File: config.mk
export PLATFORM = sky130hd
export DESIGN_NAME = rsmc_top
export DESIGN_NICKNAME = d
export VERILOG_FILES = /design/src/design/rsmc_pkg.sv /design/src/design/rsmc_led_seq.sv /design/src/design/rsmc_top.sv
export VERILOG_INCLUDE_DIRS = /design/src /design/src/design
export SDC_FILE = /design/constraint.sdc
export NUM_CORES = 1
export LEC_CHECK = 0
export BUFFER_PORTS_ARGS = -buffer_cell sky130_fd_sc_hd__clkbuf_2
export CAP_MARGIN = 20
export CORE_ASPECT_RATIO = 0.75
export CORE_MARGIN = 2
export CORE_UTILIZATION = 49
export DETAILED_ROUTE_END_ITERATION = 16
export PLACE_DENSITY_LB_ADDON = 0.2
export SLEW_MARGIN = 15
export SYNTH_ARGS = -nofsm -noshare
export SYNTH_HDL_FRONTEND = slang
export SYNTH_SLANG_ARGS = --single-unit
File: constraint.sdc
create_clock -name sys_clk -period 2.6 [get_ports sys_clk]
set_input_delay 0.13 -clock sys_clk [delete_from_list [all_inputs] [get_ports sys_clk]]
set_output_delay 0.13 -clock sys_clk [all_outputs]
set_load 0.03 [all_outputs]
File: src/design/rsmc_map.svh
// Register offsets, field positions, reset values and timing counts
`ifndef RSMC_MAP_SVH
`define RSMC_MAP_SVH

// Register offsets on the plain register port
`define RSMC_SIM_EN_OFS    10'h1FD
`define RSMC_STATUS_OFS    10'h200
`define RSMC_ORIGIN_OFS    10'h201
`define RSMC_INIT_POS_OFS  10'h202

// Field positions in the status register
`define RSMC_ST_SIM_BIT    0
`define RSMC_ST_REFUSE_BIT 1
`define RSMC_ST_MOVE_BIT   2
`define RSMC_ST_DONE_BIT   3
`define RSMC_ST_RUN_BIT    4

// Reset values
`define RSMC_SIM_EN_RST    1'h0
`define RSMC_POS_RST       16'h0000

// Indicator step time and its cycle count at 40 MHz
`define RSMC_CLK_HZ        40000000
`define RSMC_LED_STEP_MS   500
`define RSMC_LED_STEP_CYC  ((`RSMC_CLK_HZ / 1000) * `RSMC_LED_STEP_MS)

`endif

File: src/design/rsmc_pkg.sv
// Shared types of the simulation mode control block
package rsmc_pkg;

   // Number of motor axes and width of a position or speed word
   localparam int NUM_AXES = 4;
   localparam int POS_W    = 16;

   // Startup phase of the control block
   typedef enum logic [1:0] {
      ST_WAIT_NV,
      ST_SAMPLE,
      ST_RUN
   } rsmc_phase_e;

   // Indicator steps shown while simulation is active
   typedef enum logic [1:0] {
      LED_GREEN,
      LED_RED,
      LED_BOTH,
      LED_OFF
   } rsmc_led_step_e;

   // Two-colour power and alarm indicator
   typedef struct packed {
      logic green;
      logic red;
   } rsmc_led_s;

   // Command-side motion status from the trajectory logic
   typedef struct packed {
      logic commanded_motion_active;
      logic command_profile_done;
   } rsmc_cmd_s;

   // Motion status presented to host I/O
   typedef struct packed {
      logic commanded_motion_active;
      logic command_profile_done;
      logic motion_in_progress;
      logic motion_complete;
   } rsmc_motion_s;

   // Position or speed word
   typedef logic [POS_W-1:0] rsmc_word_t;

endpackage

File: src/design/rsmc_led_seq.sv
// Power and alarm indicator sequencer
`timescale 1ns/1ps
`include "rsmc_map.svh"
module rsmc_led_seq #(
   parameter int STEP_CYC = `RSMC_LED_STEP_CYC   // Cycles per indicator step
)(
   input  wire logic              sys_clk,  // System clock
   input  wire logic              rstn,     // Asynchronous reset, active low
   input  wire logic              run,      // Block has finished startup
   input  wire logic              sim,      // Simulation mode is active
   output rsmc_pkg::rsmc_led_s    led       // Indicator drive, registered
);

   logic [31:0]              cnt_reg;   // Step timer
   rsmc_pkg::rsmc_led_step_e step_reg;  // Present step

   // Step timer and step advance, repeating while simulation runs
   always_ff @(posedge sys_clk or negedge rstn)
   begin
      if (!rstn)
      begin
         cnt_reg  <= 32'h0000_0000;
         step_reg <= rsmc_pkg::LED_GREEN;
      end
      else if (!(run && sim))
      begin
         cnt_reg  <= 32'h0000_0000;
         step_reg <= rsmc_pkg::LED_GREEN;
      end
      else if (cnt_reg == 32'(STEP_CYC - 1))
      begin
         cnt_reg <= 32'h0000_0000;
         case (step_reg)
            rsmc_pkg::LED_GREEN: step_reg <= rsmc_pkg::LED_RED;
            rsmc_pkg::LED_RED:   step_reg <= rsmc_pkg::LED_BOTH;
            rsmc_pkg::LED_BOTH:  step_reg <= rsmc_pkg::LED_OFF;
            default:             step_reg <= rsmc_pkg::LED_GREEN;
         endcase
      end
      else
      begin
         cnt_reg <= cnt_reg + 32'h0000_0001;
      end
   end

   // Indicator drive: green, red, both, off in simulation; green in normal mode; off before startup
   always_ff @(posedge sys_clk or negedge rstn)
   begin
      if (!rstn)
      begin
         led <= '0;
      end
      else if (!run)
      begin
         led <= '0;
      end
      else if (!sim)
      begin
         led.green <= 1'b1;
         led.red   <= 1'b0;
      end
      else
      begin
         case (step_reg)
            rsmc_pkg::LED_GREEN: led <= 2'b10;
            rsmc_pkg::LED_RED:   led <= 2'b01;
            rsmc_pkg::LED_BOTH:  led <= 2'b11;
            default:             led <= 2'b00;
         endcase
      end
   end

endmodule

File: src/design/rsmc_top.sv
// Simulation mode control: mode latch, feedback muxing, motion status
`timescale 1ns/1ps
`include "rsmc_map.svh"

// What this block does
// - Stored parameter selects simulation mode
// - Zero disables, one enables, default zero
// - Sim startup blinks green, red, both, off
// - Motors stay excited in simulation
// - Origin setting refused during simulation
// - Initial coordinates taken from motor angles
// - Sim feedback and display follow commands
// - All operations and protection stay active
// - Origin input copies tool point, normal only
// - Sim motion flag drops with command
// - Normal motion flag waits for stopped motors
// - Sim complete rises with profile done
// - Normal complete waits for stopped motors
module rsmc_top #(
   parameter int LED_STEP_CYC = `RSMC_LED_STEP_CYC   // Cycles per indicator step
)(
   input  wire logic                  sys_clk,          // System clock, 40 MHz
   input  wire logic                  rstn,             // Power-on reset, active low
   // Register port
   input  wire logic [9:0]            reg_addr,         // Register address
   input  wire logic [15:0]           reg_wdata,        // Write data
   input  wire logic                  reg_wr,           // Write strobe
   input  wire logic                  reg_rd,           // Read strobe
   output logic [15:0]                reg_rdata,        // Read data, next cycle
   // Non-volatile parameter storage
   input  wire logic                  nv_ready,         // Storage has loaded, pin
   input  wire logic                  nv_sim_enable,    // Stored parameter, pin
   output logic                       nv_wr_en,         // Store pulse
   output logic                       nv_wr_data,       // Value to store
   // Host I/O
   input  wire logic                  set_user_origin_input, // Origin set, pin
   input  wire logic                  alarm_active,     // Protective stop request
   input  wire logic                  excite_request,   // Excitation request
   // Trajectory logic, same clock
   input  wire rsmc_pkg::rsmc_cmd_s   cmd_status,       // Command-side status
   input  wire rsmc_pkg::rsmc_word_t  cmd_position,     // Commanded position
   input  wire rsmc_pkg::rsmc_word_t  cmd_tcp_speed,    // Commanded tool speed
   input  wire rsmc_pkg::rsmc_word_t  tcp_position,     // Present tool point
   // Motor drivers, same clock
   input  wire rsmc_pkg::rsmc_word_t  motor_position,   // Measured position
   input  wire rsmc_pkg::rsmc_word_t  motor_tcp_speed,  // Measured tool speed
   input  wire rsmc_pkg::rsmc_word_t  motor_angle,      // Motor angle word
   input  wire logic [3:0]            motor_stopped,    // Per-axis stopped flag
   // Outputs
   output logic                       motor_excite,     // Motor excitation
   output logic                       protect_stop,     // Protective stop
   output rsmc_pkg::rsmc_motion_s     motion,           // Motion status to host
   output rsmc_pkg::rsmc_word_t       fb_position,      // Reported position
   output rsmc_pkg::rsmc_word_t       fb_tcp_speed,     // Reported tool speed
   output rsmc_pkg::rsmc_word_t       disp_position,    // Displayed position
   output rsmc_pkg::rsmc_word_t       user_origin,      // User coordinate origin
   output rsmc_pkg::rsmc_led_s        power_alarm_indicator, // Indicator drive
   output logic                       sim_active        // Mode in force
);

   // Synchroniser stages for pin inputs
   logic [1:0]            nv_rdy_sync_reg;   // Storage ready
   logic [1:0]            nv_val_sync_reg;   // Stored value
   logic [1:0]            org_sync_reg;      // Origin set input
   logic [1:0]            exc_sync_reg;      // Excitation request
   logic                  org_prev_reg;      // Origin input, last cycle

   // Mode and parameter state
   rsmc_pkg::rsmc_phase_e phase_reg;         // Startup phase
   logic                  sim_en_reg;        // Parameter shadow, software view
   logic                  sim_mode_reg;      // Mode latched at power-up
   logic                  origin_refused_reg;// Origin attempt refused, sticky
   rsmc_pkg::rsmc_word_t  init_pos_reg;      // Initial coordinates

   // Decoded strobes and events
   logic                  wr_sim;            // Write to the parameter
   logic                  wr_status;         // Write to the status register
   logic                  org_rise;          // Origin input rising edge
   logic                  all_stopped;       // Every axis at rest
   logic                  running;           // Startup finished
   logic                  in_prog_next;      // Motion in progress, next value
   logic                  done_next;         // Motion complete, next value

   assign wr_sim      = reg_wr && (reg_addr == `RSMC_SIM_EN_OFS);
   assign wr_status   = reg_wr && (reg_addr == `RSMC_STATUS_OFS);
   assign org_rise    = org_sync_reg[1] && !org_prev_reg;
   assign all_stopped = &motor_stopped;
   assign running     = (phase_reg == rsmc_pkg::ST_RUN);

   // Two-stage synchronisers for every pin input except alarm_active
   always_ff @(posedge sys_clk or negedge rstn)
   begin
      if (!rstn)
      begin
         nv_rdy_sync_reg <= 2'h0;
         nv_val_sync_reg <= 2'h0;
         org_sync_reg    <= 2'h0;
         exc_sync_reg    <= 2'h0;
         org_prev_reg    <= 1'b0;
      end
      else
      begin
         nv_rdy_sync_reg <= {nv_rdy_sync_reg[0], nv_ready};
         nv_val_sync_reg <= {nv_val_sync_reg[0], nv_sim_enable};
         org_sync_reg    <= {org_sync_reg[0], set_user_origin_input};
         exc_sync_reg    <= {exc_sync_reg[0], excite_request};
         org_prev_reg    <= org_sync_reg[1];
      end
   end

   // Startup: wait for storage, sample the parameter once, then run
   always_ff @(posedge sys_clk or negedge rstn)
   begin
      if (!rstn)
      begin
         phase_reg    <= rsmc_pkg::ST_WAIT_NV;
         sim_mode_reg <= `RSMC_SIM_EN_RST;
      end
      else
      begin
         case (phase_reg)
            // Storage not yet loaded
            rsmc_pkg::ST_WAIT_NV:
            begin
               if (nv_rdy_sync_reg[1])
               begin
                  phase_reg <= rsmc_pkg::ST_SAMPLE;
               end
            end
            // Latch mode once per power-up
            rsmc_pkg::ST_SAMPLE:
            begin
               sim_mode_reg <= nv_val_sync_reg[1];
               phase_reg    <= rsmc_pkg::ST_RUN;
            end
            // Mode stays fixed until the next power-up
            rsmc_pkg::ST_RUN: phase_reg <= rsmc_pkg::ST_RUN;
            default:          phase_reg <= rsmc_pkg::ST_WAIT_NV;
         endcase
      end
   end

   // Software view of the parameter; loaded from storage, then written
   always_ff @(posedge sys_clk or negedge rstn)
   begin
      if (!rstn)
      begin
         sim_en_reg <= `RSMC_SIM_EN_RST;
      end
      else if (wr_sim)
      begin
         sim_en_reg <= reg_wdata[0];
      end
      else if (phase_reg == rsmc_pkg::ST_SAMPLE)
      begin
         sim_en_reg <= nv_val_sync_reg[1];
      end
   end

   // Every write to the parameter is pushed to storage
   always_ff @(posedge sys_clk or negedge rstn)
   begin
      if (!rstn)
      begin
         nv_wr_en   <= 1'b0;
         nv_wr_data <= `RSMC_SIM_EN_RST;
      end
      else
      begin
         nv_wr_en <= wr_sim;
         if (wr_sim)
         begin
            nv_wr_data <= reg_wdata[0];
         end
      end
   end

   // Initial coordinates captured from the motor angle at startup
   always_ff @(posedge sys_clk or negedge rstn)
   begin
      if (!rstn)
      begin
         init_pos_reg <= `RSMC_POS_RST;
      end
      else if (phase_reg == rsmc_pkg::ST_SAMPLE)
      begin
         init_pos_reg <= motor_angle;
      end
   end

   // User origin: copy tool point in normal mode, refuse in simulation
   always_ff @(posedge sys_clk or negedge rstn)
   begin
      if (!rstn)
      begin
         user_origin <= `RSMC_POS_RST;
      end
      else if (running && org_rise && !sim_mode_reg)
      begin
         user_origin <= tcp_position;
      end
   end

   // Refused origin attempts are recorded; a new refusal beats a clear
   always_ff @(posedge sys_clk or negedge rstn)
   begin
      if (!rstn)
      begin
         origin_refused_reg <= 1'b0;
      end
      else if (running && org_rise && sim_mode_reg)
      begin
         origin_refused_reg <= 1'b1;
      end
      else if (wr_status && reg_wdata[`RSMC_ST_REFUSE_BIT])
      begin
         origin_refused_reg <= 1'b0;
      end
   end

   // Excitation and protection act the same in both modes
   always_ff @(posedge sys_clk or negedge rstn)
   begin
      if (!rstn)
      begin
         motor_excite <= 1'b0;
         protect_stop <= 1'b0;
      end
      else
      begin
         motor_excite <= running && exc_sync_reg[1];
         protect_stop <= alarm_active;
      end
   end

   // Feedback and display follow commands in simulation
   always_ff @(posedge sys_clk or negedge rstn)
   begin
      if (!rstn)
      begin
         fb_position   <= `RSMC_POS_RST;
         fb_tcp_speed  <= `RSMC_POS_RST;
         disp_position <= `RSMC_POS_RST;
      end
      else if (!running)
      begin
         fb_position   <= `RSMC_POS_RST;
         fb_tcp_speed  <= `RSMC_POS_RST;
         disp_position <= `RSMC_POS_RST;
      end
      else if (sim_mode_reg)
      begin
         fb_position   <= cmd_position;
         fb_tcp_speed  <= cmd_tcp_speed;
         disp_position <= cmd_position;
      end
      else
      begin
         fb_position   <= motor_position;
         fb_tcp_speed  <= motor_tcp_speed;
         disp_position <= motor_position;
      end
   end

   // Motion flags: sim tracks the command side, normal waits for motors
   always_comb
   begin
      in_prog_next = motion.motion_in_progress;
      done_next    = motion.motion_complete;
      if (sim_mode_reg)
      begin
         in_prog_next = cmd_status.commanded_motion_active;
         done_next    = cmd_status.command_profile_done;
      end
      else
      begin
         if (cmd_status.commanded_motion_active)
         begin
            in_prog_next = 1'b1;
         end
         else if (all_stopped)
         begin
            in_prog_next = 1'b0;
         end
         if (!cmd_status.command_profile_done)
         begin
            done_next = 1'b0;
         end
         else if (all_stopped)
         begin
            done_next = 1'b1;
         end
      end
   end

   // All four motion fields in one register, so one process drives it
   always_ff @(posedge sys_clk or negedge rstn)
   begin
      if (!rstn)
      begin
         motion <= '0;
      end
      else
      begin
         motion <= {cmd_status, in_prog_next, done_next};
      end
   end

   // Mode flag for host I/O
   always_ff @(posedge sys_clk or negedge rstn)
   begin
      if (!rstn)
      begin
         sim_active <= 1'b0;
      end
      else
      begin
         sim_active <= running && sim_mode_reg;
      end
   end

   // Register read data, valid in the cycle after the strobe
   always_ff @(posedge sys_clk or negedge rstn)
   begin
      if (!rstn)
      begin
         reg_rdata <= 16'h0000;
      end
      else if (reg_rd)
      begin
         case (reg_addr)
            `RSMC_SIM_EN_OFS:   reg_rdata <= {15'h0000, sim_en_reg};
            `RSMC_STATUS_OFS:   reg_rdata <= {11'h000, running,
                                              motion.motion_complete,
                                              motion.motion_in_progress,
                                              origin_refused_reg, sim_mode_reg};
            `RSMC_ORIGIN_OFS:   reg_rdata <= user_origin;
            `RSMC_INIT_POS_OFS: reg_rdata <= init_pos_reg;
            default:            reg_rdata <= 16'h0000;   // Unmapped reads as zero
         endcase
      end
      else
      begin
         reg_rdata <= 16'h0000;
      end
   end

   // Indicator sequencer
   rsmc_led_seq #(
      .STEP_CYC (LED_STEP_CYC)
   ) u_led (
      .sys_clk  (sys_clk),
      .rstn     (rstn),
      .run      (running),
      .sim      (sim_mode_reg),
      .led      (power_alarm_indicator)
   );

endmodule

==> run_results.csv <==
group,metric,value,unit
sta,hold_violations,1,
finish,antenna_cells,0,
sta,whs,-0.006804,ns
pwr,total_power,8.607,mW
sta,period_minus_slack,2.222,ns
route,wl_per_cell,15.94,µm
finish,fillers,835,
pwr,power_density,988.0,nW/µm²
clocking,clkTransAtPathRegs,0.06,ns
grt,grt_pass1_wl,25140,µm
sta,fin_ws,0.3785,ns
placed_design,dp_hpwl,9732,µm
sta,slew_headroom,37.70,%
route,drc,0,
placed_design,numPortBuffers,213,
grt,grt_max_degree,58,
synth,syn_area_per_cell,12.03,µm²
clocking,cts_tree,"yes",
placed_design,place.gp.congestion,0.8433,
die,die-width,132.8,µm
run_status,status,"finished, violations left",
synth,ys_top_cells_by_count,"dfrtp_1 (139), nor2_1 (54), mux2i_1 (39)",
setup_path,criticalPathCategory,"reg -> reg",
die,std_cell_rows,35,
synth,synth_top_area_cell,"dfrtp_1",
setup_path,crit_path_max_fanout,25,
die,initial_core_util,49.92,%
grt,grt_use_total,23.97,%
grt,grt_pass1_vias,5154,
pwr,leakage,4.302,nW
route,drt_first_iter_violations,329,
synth,ys_async_sr_fraction,100.0,%
grt,gr-total-overflow,0,
sta,finalCritPeriodShare,85.44,%
die,die_height,100.6,µm
sta,final-max-slew-violation-count,0,
pwr,peakVddDrop,0.6714,mV
flow_run,drv_cap,0,
synth,yosysWarnings,0,
synth,synth_edf_count,0,
clocking,clk_latency,0.42,ns
route,drt-total-wl,15460,µm
clocking,cts.path.max_buffers,2,
route,vias,4953,
sta,max_freq,0.4501,GHz
sta,rsz0062_at_grt,"false",
route,drt-pass1-iter-count,5,
route,avgViaCountPerCell,5.106,
sta,tightest_slew,0.9283,ns
setup_path,crit_path_start_kind,"register",
synth,syn_area,6100,µm²
run_status,violations,"hold timing",
clocking,clock-root-buffer,"clkbuf_16",
clocking,cts_max_level,4,
die,core,12220,µm²
sta,final-setup-viol-count,0,
die,dieArea,13370,µm²
synth,ys_types,48,
min_path,hold_path_class,"in -> reg",
setup_path,cp-end-kind,"register",
sta,tns,0,ns
synth,syn_nets,651,
synth,ys_seq_area_share,57.03,%
setup_path,critPathArrivalTime,2.49,ns
finish,drive_gt1_share,37.69,%
synth,netlist.area_leader.share,57.03,%
finish,nets,935,
die,io_pins,228,
clocking,numCtsBuffers,17,
route,ant_nets,0,
synth,syn_inst,507,
grt,grt_antenna_before_repair,0,
setup_path,cp.required,2.87,ns
clocking,clock_sinks,139,
synth,synth_ff_type,"dfrtp_1",
finish,areaGrowthSynthToFinish,42.81,%
synth,ys_ff_latch,139,
placed_design,dp_slack,0.4465,ns
synth,synth.area.top_cells,"dfrtp_1 (57%), mux2i_1 (6.4%), mux2_2 (6.3%)",
sta,clock_skew,0.007042,ns
synth,post-synth-top-count-cell,"dfrtp_1",
finish,largest_register_ff_count,32,
-- cell type report --
type	count	area, µm²	share of cell area [%]
clock inverters	14	232.7	2.672
flip-flops and latches	139	3480	39.95
clock buffers	18	439.2	5.042
multi-input cells	322	2356	27.05
well taps	166	207.7	2.384
inverters	8	30.03	0.3447
repair buffers	303	1966	22.57
-- placed cells by master (no fill, tap or decap), drive strengths merged, types with 4 or more instances in the layout --
cell	Yosys	layout
bufinv	0	5
mux2	35	35
nor2b	32	32
nor4	6	6
nand4	19	19
and3	8	8
nor2	56	56
or3	4	4
dfrtp	139	139
nor4b	7	7
inv	8	13
dlygate4sd3	0	82
clkbuf	5	230
nand3	13	13
a22oi	11	11
nor3	6	6
buf	33	9
mux2i	39	39
nand2	19	19
xnor2	7	7
o21ai	6	6
ha	7	7
a21oi	9	9
xor2	20	20
-- critical path, cell delays in order, from the launching register on --
cell and delay, ns:
dfrtp_1 0.39, ha_1 0.28, and4_4 0.26, nand2_4 0.08, or3_1 0.49, nand2_2 0.44, nor2_1 0.13
-- per-layer routing --
metal / routed length [µm] / track usage (%)
met4: 215 / 8.437
met1: 6430 / 29.65
met3: 1017 / 6.134
met5: 0 / 0
met2: 7799 / 41.37
-- what timing repair did --
action                     4_1_cts  5_1_grt
hold endpoints to repair       113        0
resized for setup                0        0
hold buffers                    82        0
setup buffers                    0        0
setup endpoints to repair        0        0
-- per-stage QoR --
step	instances	util [%]	area, µm²	hold WS, ns
2_1_floorplan	507	-	6100	-0.1656
3_3_place_gp	856	59.08	7218	0.09592
3_5_place_dp	856	59.08	7218	0.1021
4_1_cts	970	71.30	8711	0.0002781
5_1_grt	970	71.30	8711	0.004932
6_report	970	71.30	8711	-0.006804
-- cell families after synthesis --
kind of cell | count (synthesis) | synth area share [%]
fa+ha+maj | 7 | 1.436
compound gates | 32 | 3.384
buf+inv | 46 | 4.349
flops | 139 | 57.03
mux | 74 | 12.92
simple gates | 182 | 17.00
xor+xnor | 27 | 3.877
-- worst paths after layout --
path                                    from                 to  slack [ns]  cells past startpoint
setup / recovery            u_led.cnt_reg[0]  u_led.cnt_reg[29]        0.38                      6
hold / removal             motor_position[8]   disp_position[8]      -0.007                      3
setup reg to reg            u_led.cnt_reg[0]  u_led.cnt_reg[29]        0.38                      6
hold reg to reg              exc_sync_reg[0]    exc_sync_reg[1]        0.34                      0
max in group asynchronous               rstn    exc_sync_reg[0]        1.54                      3
min in group asynchronous               rstn     user_origin[2]        0.23                      2
-- power breakdown --
| group | leakage [nW] | internal [mW] | switching (mW) |
|---|---|---|---|
| sequential | 1.81 | 2.67 | 0.298 |
| clock | 0.326 | 1.76 | 0.991 |
| combinational | 2.17 | 1.13 | 1.76 |
| total | 4.30 | 5.56 | 3.05 |
No activity file was read; power rests on OpenSTA's default activity.
